**src/include/tec_regs.svh**
```systemverilog
`ifndef TEC_REGS_SVH
`define TEC_REGS_SVH

// ************************************************************
// array geometry
// ************************************************************
`define TEC_NCH 10
`define TEC_NPIN 7
`define TEC_CH_STRIDE_LSB 6

// ************************************************************
// per-channel register offsets (byte address bits [5:0]), group register full address
// ************************************************************
`define TEC_OFS_EN 6'h00
`define TEC_OFS_RUN 6'h04
`define TEC_OFS_CR 6'h08
`define TEC_OFS_MOD 6'h0C
`define TEC_OFS_FFCR 6'h10
`define TEC_OFS_ST 6'h14
`define TEC_OFS_IM 6'h18
`define TEC_OFS_UC 6'h1C
`define TEC_OFS_RG0 6'h20
`define TEC_OFS_RG1 6'h24
`define TEC_OFS_CP0 6'h28
`define TEC_OFS_CP1 6'h2C
`define TEC_OFS_GRP 10'h280

// ************************************************************
// field positions
// ************************************************************
`define TEC_EN_BIT 0
`define TEC_RUN_BIT 0
`define TEC_PRUN_BIT 2
`define TEC_CR_SYNC_BIT 0
`define TEC_CR_DBUF_BIT 1
`define TEC_MOD_CLK_LSB 0
`define TEC_MOD_CLR_BIT 2
`define TEC_MOD_CAP_LSB 3
`define TEC_FF_CMD_LSB 0
`define TEC_FF_TRIG_LSB 2
`define TEC_ST_M0 0
`define TEC_ST_M1 1
`define TEC_ST_OVF 2
`define TEC_ST_CAP0 3
`define TEC_ST_CAP1 4
`define TEC_ST_W 5

// ************************************************************
// reset values and counts
// ************************************************************
`define TEC_RST_CNT 16'h0000
`define TEC_RST_RG 16'hFFFF
`define TEC_RST_ST 5'h00
`define TEC_CNT_MAX 16'hFFFF
`define TEC_PSC_DIV2 5'h01
`define TEC_PSC_DIV8 5'h07
`define TEC_PSC_DIV32 5'h1F
`define TEC_HTRANS_NONSEQ 2'h2

`endif

```
**src/include/tec_pkg.sv**
```systemverilog
package tec_pkg;

    // capture trigger source selection
    typedef enum logic [1:0] {
        TEC_CAP_OFF = 2'h0,
        TEC_CAP_PINS = 2'h1,
        TEC_CAP_IN0_BOTH = 2'h2,
        TEC_CAP_UPPER_FF = 2'h3
    } tec_cap_sel_t;

    // count source selection
    typedef enum logic [1:0] {
        TEC_CLK_EVENT = 2'h0,
        TEC_CLK_DIV2 = 2'h1,
        TEC_CLK_DIV8 = 2'h2,
        TEC_CLK_DIV32 = 2'h3
    } tec_clk_sel_t;

    // flip-flop software command
    typedef enum logic [1:0] {
        TEC_FF_KEEP = 2'h0,
        TEC_FF_SET = 2'h1,
        TEC_FF_CLR = 2'h2,
        TEC_FF_INV = 2'h3
    } tec_ff_cmd_t;

    // bus slave states, gray along idle-read path
    typedef enum logic [1:0] {
        TEC_BUS_IDLE = 2'b00,
        TEC_BUS_RWAIT = 2'b01,
        TEC_BUS_RDONE = 2'b11,
        TEC_BUS_WR = 2'b10
    } tec_bus_st_t;

    typedef struct packed {
        logic en;
        logic run;
        logic prun;
        logic sync;
        logic dbuf;
        tec_clk_sel_t clk_sel;
        logic clr_en;
        tec_cap_sel_t cap_sel;
        logic [3:0] ff_trig;
    } tec_cfg_t;

endpackage : tec_pkg

```
**src/hdl/tec_timer.sv**
```systemverilog
// Added by the designer: the AHB-Lite register port and the register offsets.
`timescale 1ns/1ps
`include "tec_regs.svh"

// Function
// - ten channels, each a 16-bit timer, ch0-6 also event counters
// - modes: interval timer, event counter, pulse output, synchronous start
// - flip-flop output inversion set separately per group of four channels
// - capture latches counter for frequency, pulse width, time difference
// - channels identical except trigger routing, pins and interrupts
// - ch7 flip-flop captures ch0-1, ch8 ch2-4, ch9 ch5-6
// - ch0 starts ch0-3 together, ch4 starts ch4-7 together
// - slave start follows master prescaler run and counter run
// - each channel counts with a 16-bit up-counter
// - two 16-bit compare registers, one double-buffered
// - two 16-bit capture registers and two comparators per channel
// - timer flip-flop toggled by timer events, set, cleared or toggled by software
// - mode and flip-flop behaviour set by software registers
// - channels 7 to 9 have no capture interrupts
// - channels 7 to 9 take no external inputs
// - channels 7 to 9 drive no flip-flop pin
module tec_timer
    import tec_pkg::*;
(
    input wire logic ref_clk,
    input wire logic rst_b,
    input wire logic hsel,
    input wire logic [31:0] haddr,
    input wire logic [1:0] htrans,
    input wire logic hwrite,
    input wire logic [2:0] hsize,
    input wire logic [31:0] hwdata,
    input wire logic hready,
    output logic hreadyout,
    output logic hresp,
    output logic [31:0] hrdata,
    input wire logic [`TEC_NPIN-1:0] ext_input_0,
    input wire logic [`TEC_NPIN-1:0] ext_input_1,
    output logic [`TEC_NPIN-1:0] flipflop_output,
    output logic [`TEC_NCH-1:0] channel_timer_interrupt,
    output logic [`TEC_NPIN-1:0] capture0_interrupt,
    output logic [`TEC_NPIN-1:0] capture1_interrupt,
    output logic irq
);

    // ************************************************************
    // storage
    // ************************************************************
    tec_cfg_t cfg [`TEC_NCH];
    logic [15:0] rg0 [`TEC_NCH];
    logic [15:0] rg1_buf [`TEC_NCH];
    logic [15:0] rg1 [`TEC_NCH];
    logic [15:0] cnt [`TEC_NCH];
    logic [15:0] cap0 [`TEC_NCH];
    logic [15:0] cap1 [`TEC_NCH];
    logic [`TEC_ST_W-1:0] st [`TEC_NCH];
    logic [`TEC_ST_W-1:0] im [`TEC_NCH];
    logic [`TEC_ST_W-1:0] st_clr [`TEC_NCH];
    tec_ff_cmd_t ff_cmd [`TEC_NCH];
    logic [`TEC_NCH-1:0] rg1_wr;
    logic [`TEC_NCH-1:0] ff;
    logic [`TEC_NCH-1:0] run_eff, prun_eff;
    logic [2:0] grp_inv;
    logic [`TEC_NCH-1:0] in0, in1, up_ff;

    // ************************************************************
    // bus slave
    // ************************************************************
    tec_bus_st_t bus_st;
    tec_bus_st_t next_bus_st;
    logic [9:0] a_addr;
    logic [3:0] a_ch;
    logic [5:0] a_ofs;
    logic accept;
    logic [31:0] next_rdata;

    assign accept = hsel && hready && htrans[1];
    assign a_ch = a_addr[9:`TEC_CH_STRIDE_LSB];
    assign a_ofs = a_addr[5:0];
    assign hresp = 1'b0;
    assign hreadyout = (bus_st != TEC_BUS_RWAIT);

    always_comb begin
        if (bus_st == TEC_BUS_RWAIT) begin
            next_bus_st = TEC_BUS_RDONE;
        end else if (accept) begin
            next_bus_st = hwrite ? TEC_BUS_WR : TEC_BUS_RWAIT;
        end else begin
            next_bus_st = TEC_BUS_IDLE;
        end
    end

    always_ff @(posedge ref_clk) begin
        if (!rst_b) begin
            bus_st <= TEC_BUS_IDLE;
            a_addr <= 10'h000;
        end else begin
            bus_st <= next_bus_st;
            if (accept && bus_st != TEC_BUS_RWAIT) begin
                a_addr <= haddr[9:0];
            end
        end
    end

    // read back of control and state
    always_comb begin
        next_rdata = 32'h0000_0000;
        if (a_addr == `TEC_OFS_GRP) begin
            next_rdata[2:0] = grp_inv;
        end else if (a_ch >= 4'(`TEC_NCH)) begin
            next_rdata = 32'h0000_0000;
        end else if (a_ofs == `TEC_OFS_EN) begin
            next_rdata[`TEC_EN_BIT] = cfg[a_ch].en;
        end else if (a_ofs == `TEC_OFS_RUN) begin
            next_rdata[`TEC_RUN_BIT] = cfg[a_ch].run;
            next_rdata[`TEC_PRUN_BIT] = cfg[a_ch].prun;
        end else if (a_ofs == `TEC_OFS_CR) begin
            next_rdata[`TEC_CR_SYNC_BIT] = cfg[a_ch].sync;
            next_rdata[`TEC_CR_DBUF_BIT] = cfg[a_ch].dbuf;
        end else if (a_ofs == `TEC_OFS_MOD) begin
            next_rdata[`TEC_MOD_CLK_LSB +: 2] = cfg[a_ch].clk_sel;
            next_rdata[`TEC_MOD_CLR_BIT] = cfg[a_ch].clr_en;
            next_rdata[`TEC_MOD_CAP_LSB +: 2] = cfg[a_ch].cap_sel;
        end else if (a_ofs == `TEC_OFS_FFCR) begin
            next_rdata[`TEC_FF_TRIG_LSB +: 4] = cfg[a_ch].ff_trig;
        end else if (a_ofs == `TEC_OFS_ST) begin
            next_rdata[`TEC_ST_W-1:0] = st[a_ch];
        end else if (a_ofs == `TEC_OFS_IM) begin
            next_rdata[`TEC_ST_W-1:0] = im[a_ch];
        end else if (a_ofs == `TEC_OFS_UC) begin
            next_rdata[15:0] = cnt[a_ch];
        end else if (a_ofs == `TEC_OFS_RG0) begin
            next_rdata[15:0] = rg0[a_ch];
        end else if (a_ofs == `TEC_OFS_RG1) begin
            next_rdata[15:0] = rg1_buf[a_ch];
        end else if (a_ofs == `TEC_OFS_CP0) begin
            next_rdata[15:0] = cap0[a_ch];
        end else if (a_ofs == `TEC_OFS_CP1) begin
            next_rdata[15:0] = cap1[a_ch];
        end
    end

    always_ff @(posedge ref_clk) begin
        if (!rst_b) begin
            hrdata <= 32'h0000_0000;
        end else if (bus_st == TEC_BUS_RWAIT) begin
            hrdata <= next_rdata;
        end
    end

    always_ff @(posedge ref_clk) begin
        if (!rst_b) begin
            grp_inv <= 3'h0;
            rg1_wr <= '0;
            for (int k = 0; k < `TEC_NCH; k++) begin
                cfg[k] <= '0;
                rg0[k] <= `TEC_RST_RG;
                rg1_buf[k] <= `TEC_RST_RG;
                im[k] <= '0;
                st_clr[k] <= '0;
                ff_cmd[k] <= TEC_FF_KEEP;
            end
        end else begin
            rg1_wr <= '0;
            for (int k = 0; k < `TEC_NCH; k++) begin
                st_clr[k] <= '0;
                ff_cmd[k] <= TEC_FF_KEEP;
            end
            if (bus_st == TEC_BUS_WR) begin
                if (a_addr == `TEC_OFS_GRP) begin
                    grp_inv <= hwdata[2:0];
                end else if (a_ch >= 4'(`TEC_NCH)) begin
                    grp_inv <= grp_inv;
                end else if (a_ofs == `TEC_OFS_EN) begin
                    cfg[a_ch].en <= hwdata[`TEC_EN_BIT];
                end else if (a_ofs == `TEC_OFS_RUN) begin
                    cfg[a_ch].run <= hwdata[`TEC_RUN_BIT];
                    cfg[a_ch].prun <= hwdata[`TEC_PRUN_BIT];
                end else if (a_ofs == `TEC_OFS_CR) begin
                    cfg[a_ch].sync <= hwdata[`TEC_CR_SYNC_BIT];
                    cfg[a_ch].dbuf <= hwdata[`TEC_CR_DBUF_BIT];
                end else if (a_ofs == `TEC_OFS_MOD) begin
                    cfg[a_ch].clk_sel <= tec_clk_sel_t'(hwdata[`TEC_MOD_CLK_LSB +: 2]);
                    cfg[a_ch].clr_en <= hwdata[`TEC_MOD_CLR_BIT];
                    cfg[a_ch].cap_sel <= tec_cap_sel_t'(hwdata[`TEC_MOD_CAP_LSB +: 2]);
                end else if (a_ofs == `TEC_OFS_FFCR) begin
                    cfg[a_ch].ff_trig <= hwdata[`TEC_FF_TRIG_LSB +: 4];
                    ff_cmd[a_ch] <= tec_ff_cmd_t'(hwdata[`TEC_FF_CMD_LSB +: 2]);
                end else if (a_ofs == `TEC_OFS_ST) begin
                    st_clr[a_ch] <= hwdata[`TEC_ST_W-1:0];
                end else if (a_ofs == `TEC_OFS_IM) begin
                    im[a_ch] <= hwdata[`TEC_ST_W-1:0];
                end else if (a_ofs == `TEC_OFS_RG0) begin
                    rg0[a_ch] <= hwdata[15:0];
                end else if (a_ofs == `TEC_OFS_RG1) begin
                    rg1_buf[a_ch] <= hwdata[15:0];
                    rg1_wr[a_ch] <= 1'b1;
                end
            end
        end
    end

    // ************************************************************
    // channels
    // ************************************************************
    genvar i;
    generate
        for (i = 0; i < `TEC_NCH; i++) begin : g_ch
            localparam int MST = (i >= 1 && i <= 3) ? 0 : ((i >= 5 && i <= 7) ? 4 : i);
            localparam int UP = (i <= 1) ? 7 : ((i <= 4) ? 8 : ((i <= 6) ? 9 : i));
            logic [4:0] psc;
            logic tick, pre_tick, m0, m1;
            logic in0_q, in1_q, up_q, c0_ev, c1_ev;
            logic [`TEC_ST_W-1:0] set_ev;

            if (i < `TEC_NPIN) begin : g_pin
                assign in0[i] = ext_input_0[i];
                assign in1[i] = ext_input_1[i];
            end else begin : g_nopin
                assign in0[i] = 1'b0;
                assign in1[i] = 1'b0;
            end

            if (UP != i) begin : g_up
                assign up_ff[i] = ff[UP];
            end else begin : g_noup
                assign up_ff[i] = 1'b0;
            end

            if (MST != i) begin : g_slave
                assign run_eff[i] = cfg[i].sync
                    ? (cfg[i].run && cfg[MST].run && cfg[MST].prun) : cfg[i].run;
                assign prun_eff[i] = cfg[i].sync ? cfg[MST].prun : cfg[i].prun;
            end else begin : g_master
                assign run_eff[i] = cfg[i].run;
                assign prun_eff[i] = cfg[i].prun;
            end

            // prescaler
            always_ff @(posedge ref_clk) begin
                if (!rst_b || !cfg[i].en || !prun_eff[i]) begin
                    psc <= 5'h00;
                end else begin
                    psc <= psc + 5'h01;
                end
            end

            always_comb begin
                case (cfg[i].clk_sel)
                    TEC_CLK_DIV2: pre_tick = (psc[0:0] == 1'(`TEC_PSC_DIV2));
                    TEC_CLK_DIV8: pre_tick = (psc[2:0] == 3'(`TEC_PSC_DIV8));
                    TEC_CLK_DIV32: pre_tick = (psc == `TEC_PSC_DIV32);
                    default: pre_tick = in0[i] && !in0_q;
                endcase
            end

            // count source: prescaler or event edge
            assign tick = cfg[i].en && run_eff[i] && prun_eff[i] && pre_tick;
            assign m0 = tick && (cnt[i] == rg0[i]);
            assign m1 = tick && (cnt[i] == rg1[i]);

            always_ff @(posedge ref_clk) begin
                if (!rst_b) begin
                    in0_q <= 1'b0;
                    in1_q <= 1'b0;
                    up_q <= 1'b0;
                end else begin
                    in0_q <= in0[i];
                    in1_q <= in1[i];
                    up_q <= up_ff[i];
                end
            end

            always_comb begin
                c0_ev = 1'b0;
                c1_ev = 1'b0;
                case (cfg[i].cap_sel)
                    TEC_CAP_PINS: begin
                        c0_ev = in0[i] && !in0_q;
                        c1_ev = in1[i] && !in1_q;
                    end
                    TEC_CAP_IN0_BOTH: begin
                        c0_ev = in0[i] && !in0_q;
                        c1_ev = !in0[i] && in0_q;
                    end
                    TEC_CAP_UPPER_FF: begin
                        c0_ev = up_ff[i] && !up_q;
                        c1_ev = !up_ff[i] && up_q;
                    end
                    default: c0_ev = 1'b0;
                endcase
            end

            always_ff @(posedge ref_clk) begin
                if (!rst_b || !cfg[i].en) begin
                    cnt[i] <= `TEC_RST_CNT;
                end else if (m1 && cfg[i].clr_en) begin
                    cnt[i] <= `TEC_RST_CNT;
                end else if (tick) begin
                    cnt[i] <= cnt[i] + 16'h0001;
                end
            end

            always_ff @(posedge ref_clk) begin
                if (!rst_b) begin
                    rg1[i] <= `TEC_RST_RG;
                end else if (cfg[i].dbuf ? m1 : rg1_wr[i]) begin
                    rg1[i] <= rg1_buf[i];
                end
            end

            always_ff @(posedge ref_clk) begin
                if (!rst_b) begin
                    cap0[i] <= `TEC_RST_CNT;
                    cap1[i] <= `TEC_RST_CNT;
                end else begin
                    if (c0_ev) begin
                        cap0[i] <= cnt[i];
                    end
                    if (c1_ev) begin
                        cap1[i] <= cnt[i];
                    end
                end
            end

            always_ff @(posedge ref_clk) begin
                if (!rst_b) begin
                    ff[i] <= 1'b0;
                end else if (ff_cmd[i] == TEC_FF_SET) begin
                    ff[i] <= 1'b1;
                end else if (ff_cmd[i] == TEC_FF_CLR) begin
                    ff[i] <= 1'b0;
                end else if (ff_cmd[i] == TEC_FF_INV) begin
                    ff[i] <= !ff[i];
                end else if ((m0 && cfg[i].ff_trig[0]) ^ (m1 && cfg[i].ff_trig[1])
                        ^ (c0_ev && cfg[i].ff_trig[2]) ^ (c1_ev && cfg[i].ff_trig[3])) begin
                    ff[i] <= !ff[i];
                end
            end

            // status events, set wins over clear
            always_comb begin
                set_ev[`TEC_ST_M0] = m0;
                set_ev[`TEC_ST_M1] = m1;
                set_ev[`TEC_ST_OVF] = tick && (cnt[i] == `TEC_CNT_MAX) && !m1;
                // no capture status above channel 6
                set_ev[`TEC_ST_CAP0] = c0_ev && (i < `TEC_NPIN);
                set_ev[`TEC_ST_CAP1] = c1_ev && (i < `TEC_NPIN);
            end

            always_ff @(posedge ref_clk) begin
                if (!rst_b) begin
                    st[i] <= `TEC_RST_ST;
                end else begin
                    st[i] <= (st[i] & ~st_clr[i]) | set_ev;
                end
            end

            // timer interrupt from match and overflow
            assign channel_timer_interrupt[i] =
                |(st[i][`TEC_ST_OVF:`TEC_ST_M0] & im[i][`TEC_ST_OVF:`TEC_ST_M0]);

            // per-group output mode, pins only below ch7
            if (i < `TEC_NPIN) begin : g_out
                always_ff @(posedge ref_clk) begin
                    if (!rst_b) begin
                        flipflop_output[i] <= 1'b0;
                    end else begin
                        flipflop_output[i] <= ff[i] ^ grp_inv[i / 4];
                    end
                end
                assign capture0_interrupt[i] = st[i][`TEC_ST_CAP0] && im[i][`TEC_ST_CAP0];
                assign capture1_interrupt[i] = st[i][`TEC_ST_CAP1] && im[i][`TEC_ST_CAP1];
            end
        end
    endgenerate

    // ************************************************************
    // combined interrupt
    // ************************************************************
    assign irq = |channel_timer_interrupt || |capture0_interrupt || |capture1_interrupt;

endmodule : tec_timer

```
**config.mk**
```make
export PLATFORM = sky130hd
export DESIGN_NAME = tec_timer
export DESIGN_NICKNAME = d
export VERILOG_FILES = /design/src/include/tec_pkg.sv /design/src/hdl/tec_timer.sv
export VERILOG_INCLUDE_DIRS = /design/src /design/src/include
export SDC_FILE = /design/constraint.sdc
export NUM_CORES = 2
export LEC_CHECK = 0
export ABC_AREA = 1
export ABC_CLOCK_PERIOD_IN_PS = 4200
export BUFFER_PORTS_ARGS = -buffer_cell sky130_fd_sc_hd__clkbuf_2
export CAP_MARGIN = 0
export CORE_AREA = 2 2 521 523
export CTS_BUF_LIST = sky130_fd_sc_hd__clkbuf_4
export CTS_CLUSTER_DIAMETER = 100
export CTS_CLUSTER_SIZE = 20
export DETAILED_ROUTE_END_ITERATION = 6
export DIE_AREA = 0 0 523 525
export GPL_ROUTABILITY_DRIVEN = 0
export MAX_ROUTING_LAYER = met4
export PLACE_DENSITY = 0.5
export REMOVE_ABC_BUFFERS = 1
export SYNTH_ARGS = -nofsm -noshare
export SYNTH_HDL_FRONTEND = slang
export SYNTH_SLANG_ARGS = --single-unit
```
**constraint.sdc**
```tcl
create_clock -name ref_clk -period 4.2 [get_ports ref_clk]
set_input_delay 0.42 -clock ref_clk [delete_from_list [all_inputs] [get_ports ref_clk]]
set_output_delay 0.42 -clock ref_clk [all_outputs]
set_load 0.05 [all_outputs]
```
== Word-level counts from Yosys, hierarchy flattened ==
Memory sizes are Yosys's and may differ from the RTL's. A register that Yosys moved wholly into a read port is not among the register bits.
Index checks and enable logic that the tools add are counted.
Operators by class
  $lt $le $gt $ge: 3
  eq/ne operators: 146
  muxes and demuxes: 501
  bitwise logic cells: 148
  reductions and logical operators: 295
  add/sub/neg operators: 20
Operators with widths (count)
  16-bit 2-to-1 mux: 61
  1-bit 2-to-1 mux: 324
  16-bit == test: 20
  1-bit logical AND: 171
  16-bit by 1-bit adder with 16-bit output (second input constant): 10
  16-bit == test (second input constant): 10
  5-bit 2-to-1 mux: 32
  2-bit == test (second input constant): 55
  11-bit 2-to-1 mux: 10
  4-bit 2-to-1 mux: 27
  1-bit OR: 74
  1-bit zero test: 65
  2-bit by 1-bit == test with 1-bit output (second input constant): 28
  1-bit case mux with 3 select lines: 17
  5-bit by 1-bit adder with 5-bit output (second input constant): 10
  5-bit bitwise AND: 10
  5-bit == test (second input constant): 10
  5-bit inverter: 10
  4-bit nonzero test: 10
  5-bit OR: 7
  16-bit OR reduction: 2
  1-bit XOR: 31
  3-bit bitwise AND: 10
  3-bit == test (second input constant): 10
  other kinds (29): 99
Storage, ports and cells
  word-level logic and storage cells: 1173
  output and inout bits: 66
  input port bits: 88
  RAM bits: 1270
  memories kept: 11
  flip-flop bits (word level): 141
Memories
  cap0: words 10, width 16, rd ports 1, clocked after Yosys merged registers in 1, write ports 10, RTL line tec_timer.sv:54  | logic [15:0] cap0 [`TEC_NCH];
  cap1: words 10, width 16, rd ports 1, clocked after Yosys merged registers in 1, write ports 10, RTL line tec_timer.sv:55  | logic [15:0] cap1 [`TEC_NCH];
  cnt: words 10, width 16, rd ports 11, clocked after Yosys merged registers in 1, write ports 10, RTL line tec_timer.sv:53  | logic [15:0] cnt [`TEC_NCH];
  rg0: words 10, width 16, rd ports 11, clocked after Yosys merged registers in 1, write ports 10, RTL line tec_timer.sv:50  | logic [15:0] rg0 [`TEC_NCH];
  rg1: words 10, width 16, rd ports 10, clocked after Yosys merged registers in 0, write ports 10, RTL line tec_timer.sv:52  | logic [15:0] rg1 [`TEC_NCH];
  rg1_buf: words 10, width 16, rd ports 11, clocked after Yosys merged registers in 1, write ports 10, RTL line tec_timer.sv:51  | logic [15:0] rg1_buf [`TEC_NCH];
  5 more memories

== Longest topological paths before layout ==
  word-level depth: 37
  gate-level depth with buffers: 21
  depth with buffers taken out: 21

== Least setup slack after synthesis ==
Ideal clock, no wire load.
  path type: register -> register
  from: reg a_addr[0]
  to: mem rg1_buf[2][0], enable pin
  slack: 1.127 ns
  buffers on the path: 1
  cell stages (with the launch flop): 12
  library setup time: 0.411 ns
  data arrival time: 2.661 ns
  data required time: 3.789 ns
  clock period less this slack: 3.073 ns
  cell sequence: dfxtp_1 nor2_4 nand3_2 nor2_4 nor4_2 inv_2 nor2_1 inv_2 nor2_4 inv_4 buf_2 o21ai_0
RTL lines
  start, declared: RTL line tec_timer.sv:71  | logic [9:0] a_addr;
  start signal, assigned: RTL line tec_timer.sv:100  | a_addr <= haddr[9:0];
  end, declared: RTL line tec_timer.sv:51

==> qor.yml <==
rsz0062_at_grt: "no"
drive_above_1_share_pct: 8.644
dpl-instance-area_um2: 83270
violations: "DRC"
numCtsBuffers: 92
post-route-util_pct: 31.77
drv_cap: 0
syn_area_um2: 77660
ys_async_sr_fraction_pct: 0
switchingPower_w: 0.007508
fin_area_um2: 85570
dp_hpwl_um: 221900
layout_min_cycle_time_ns: 4.141
dp_slack_ns: -0.01019
finalSetupViolCount: 0
worst_hold_slack_ns: 0.1310
hold_violations: 0
p_seq_share_pct: 65.0
floorplan.initialDensity_pct: 28.83
yosys.area.top_type: "edfxtp_1"
clockBufferDepth: 3
cts_tree: "yes"
clockPowerShare_pct: 25.0
worstPathRequired_ns: 5.05
setup_slack_ns: 0.05873
cp_top_family: "compound AO/OA/AOI/OAI gates"
core.rowCount: 191
outcome: "finished with violations"
dr.pass1.iters: 7
area_growth_pct: 10.19
avgSynthCellArea_um2: 9.678
critPathMaxStageDelay_ns: 0.67
wirelength_um: 301500
grt_pass1_wl_um: 419000
peakVddDrop_uv: 258.7
synth_edf_count: 1360
ys_warn_count: 0
grt.overflow.total: 0
worstPathCellList: "ha_1 > nand2_1 > nor2_1 > ha_1 > nand2_1 > a21oi_2 > nand3_2 > buf_4 > o21ai_1 > inv_1 > nand2_1 > buf_4 > nand2_1"
io_pins: 154
synth_cell_types: 75
critical_path_class: "flip-flop to flip-flop"
clk_latency_ns: 1.29
synth_flop_cell: "edfxtp_1"
arrival_ns: 4.99
power_density_nw_per_um2: 319.6
via_per_inst: 5.026
cp_max_fo: 16
drcViolationCount: 1
die_h_um: 525
swShare_pct: 27.45
crit_slowest_cell: "a21oi_2"
final_nets: 8576
cts_max_level: 3
p_comb_share_pct: 10.0
grt_usage_pct: 21.96
design.core.area_um2: 269300
min_path_type: "input port to flip-flop"
synth_top_area_share_pct: 52.59
final_cell_mix: "1,613 x nand2_1, 1,360 x edfxtp_1, 1,051 x nor2_1, 725 x inv_1, 451 x a21oi_1"
wl_per_cell_um: 25.03
final_common_cell: "nand2_1"
cts_root_buffer: "clkbuf_4"
port_buffers: 94
slew_violations: 0
crit_top_cell: "nand2_1"
path_buf_inv: 3
finalCritPeriodShare_pct: 98.60
ant_nets: 0
drt_iter0_markers: 7148
skew_ns: 0.1301
ys_seq_area_share_pct: 59.01
fmax_ghz: 0.2415
grt_pass1_vias: 56528
ys_seq_elements: 1609
p_int_w: 0.01984
clk_pin_slew_worst_paths_ns: 0.24
netlist_top_cells_area: "edfxtp_1 53%, nand2_1 7.8%, dfxtp_1 6.4%"
vias: 60531
start_kind: "flip-flop"
die_x_um: 523
netlist_instances: 8024
grt_start_max_net_pins: 130
die_area_um2: 274600
antenna_found_initial: 16
relSlewSlack_pct: 16.91
worstMarginPinSlew_ns: 1.231
p_leak_nw: 30.17
clkSinkCount: 1609
end_kind: "flip-flop"
[logic make-up after synthesis]
kind of cell / after synthesis / synth area share [%]
DFF: 1609 / 59.01
other: 1 / 0.004829
buffers and inverters: 1258 / 7.084
adders and majority gates: 98 / 1.579
xor gates and xnor gates: 304 / 3.429
muxes: 3 / 0.03867
and+or+nand+nor: 3517 / 19.56
AOI/OAI and AO/OA: 1234 / 9.300
[synthesized netlist by cell type (25+ instances only)]
| master | count |
|---|---|
| o21ai_0 | 406 |
| buf_6 | 25 |
| a22oi_1 | 36 |
| xnor2_1 | 224 |
| nor3b_1 | 36 |
| buf_2 | 147 |
| o211ai_1 | 68 |
| ha_1 | 98 |
| or2_2 | 44 |
| edfxtp_1 | 1360 |
| nor3_2 | 29 |
| buf_4 | 97 |
| nand2_1 | 1613 |
| inv_1 | 728 |
| o2111ai_1 | 76 |
| xor2_1 | 80 |
| inv_2 | 43 |
| o221ai_1 | 30 |
| nor2_2 | 53 |
| o21ai_1 | 41 |
| nand3_1 | 427 |
| nor3_1 | 58 |
| nand4_1 | 94 |
| dfxtp_1 | 249 |
| clkbuf_1 | 156 |
| nor2_1 | 1055 |
| a21oi_1 | 451 |
[power by group through the flow]
stage / combinational (W) / sequential, W / clock [W]
after floorplan: 0.00135 / 0.0181 / 0
after global placement: 0.00258 / 0.0181 / 0
after detailed placement: 0.00259 / 0.0181 / 0
after CTS: 0.00268 / 0.0178 / 0.00693
after global routing: 0.00287 / 0.0178 / 0.00741
final: 0.00273 / 0.0178 / 0.00683
[metal layers]
layer	up-vias	GRT usage, %	share of wire [%]
met5	-	-	0
met2	2641	33.02	45
met1	29963	28.88	42
met4	0	10.55	5.5
li1	27456	-	-
met3	471	3.315	8.2
[worst register-to-register path, stage by stage, from the launching register on]
cell	delay, ns
dfxtp_1	0.44
ha_1	0.19
nand2_1	0.07
nor2_1	0.10
ha_1	0.15
nand2_1	0.06
a21oi_2	0.67
nand3_2	0.11
buf_4	0.24
o21ai_1	0.66
inv_1	0.20
nand2_1	0.10
buf_4	0.22
nand2_1	0.50
[layout make-up]
| cell class | count | area (µm²) |
|---|---|---|
| tap | 3570 | 4467 |
| clock inverter | 16 | 132.6 |
| clock buffer | 145 | 1089 |
| antenna | 16 | 40.04 |
| fill | 28055 | 183800 |
| multi-input combinational | 5479 | 27590 |
| timing repair buffer | 410 | 3372 |
| sequential | 1609 | 45840 |
| inverter | 798 | 3039 |
[timing repair]
action                                  CTS  global route
buffers inserted                          0             0
hold endpoints to repair                844             0
endpoints found under the setup margin   16             0
gates resized for setup                   1             0
hold buffers                            104             0
[stage by stage]
step / std cells / total power (W) / TNS, ns
after floorplan: 7886 / 0.01948 / -194.93
after global placement: 11762 / 0.02070 / 0
after detailed placement: 11762 / 0.02072 / -0.1469
after CTS: 12027 / 0.02739 / 0
after global routing: 12036 / 0.02810 / 0
final: 12043 / 0.02735 / 0
[registers in the layout, indices dropped and copies added, names as in the netlist, 50 cells and up, named ones only]
signal    count
cap0        112
cap1        112
cfg         224
cnt         160
g_ch.psc     50
im           80
rg0         256
rg1         160
rg1_buf     256
st           50
st_clr       50
[worst paths after layout]
kind / from / end / slack [ns] / cells past startpoint
hold reg to reg: st_clr[7][3] / st[7][3] / 0.40 / 1
setup reg to reg: g_ch[2].psc[0] / cnt[2][0] / 0.06 / 13
setup / recovery: g_ch[2].psc[0] / cnt[2][0] / 0.06 / 13
hold / removal: haddr[3] / a_addr[3] / 0.13 / 4
Power figures use the tool's default switching activity.
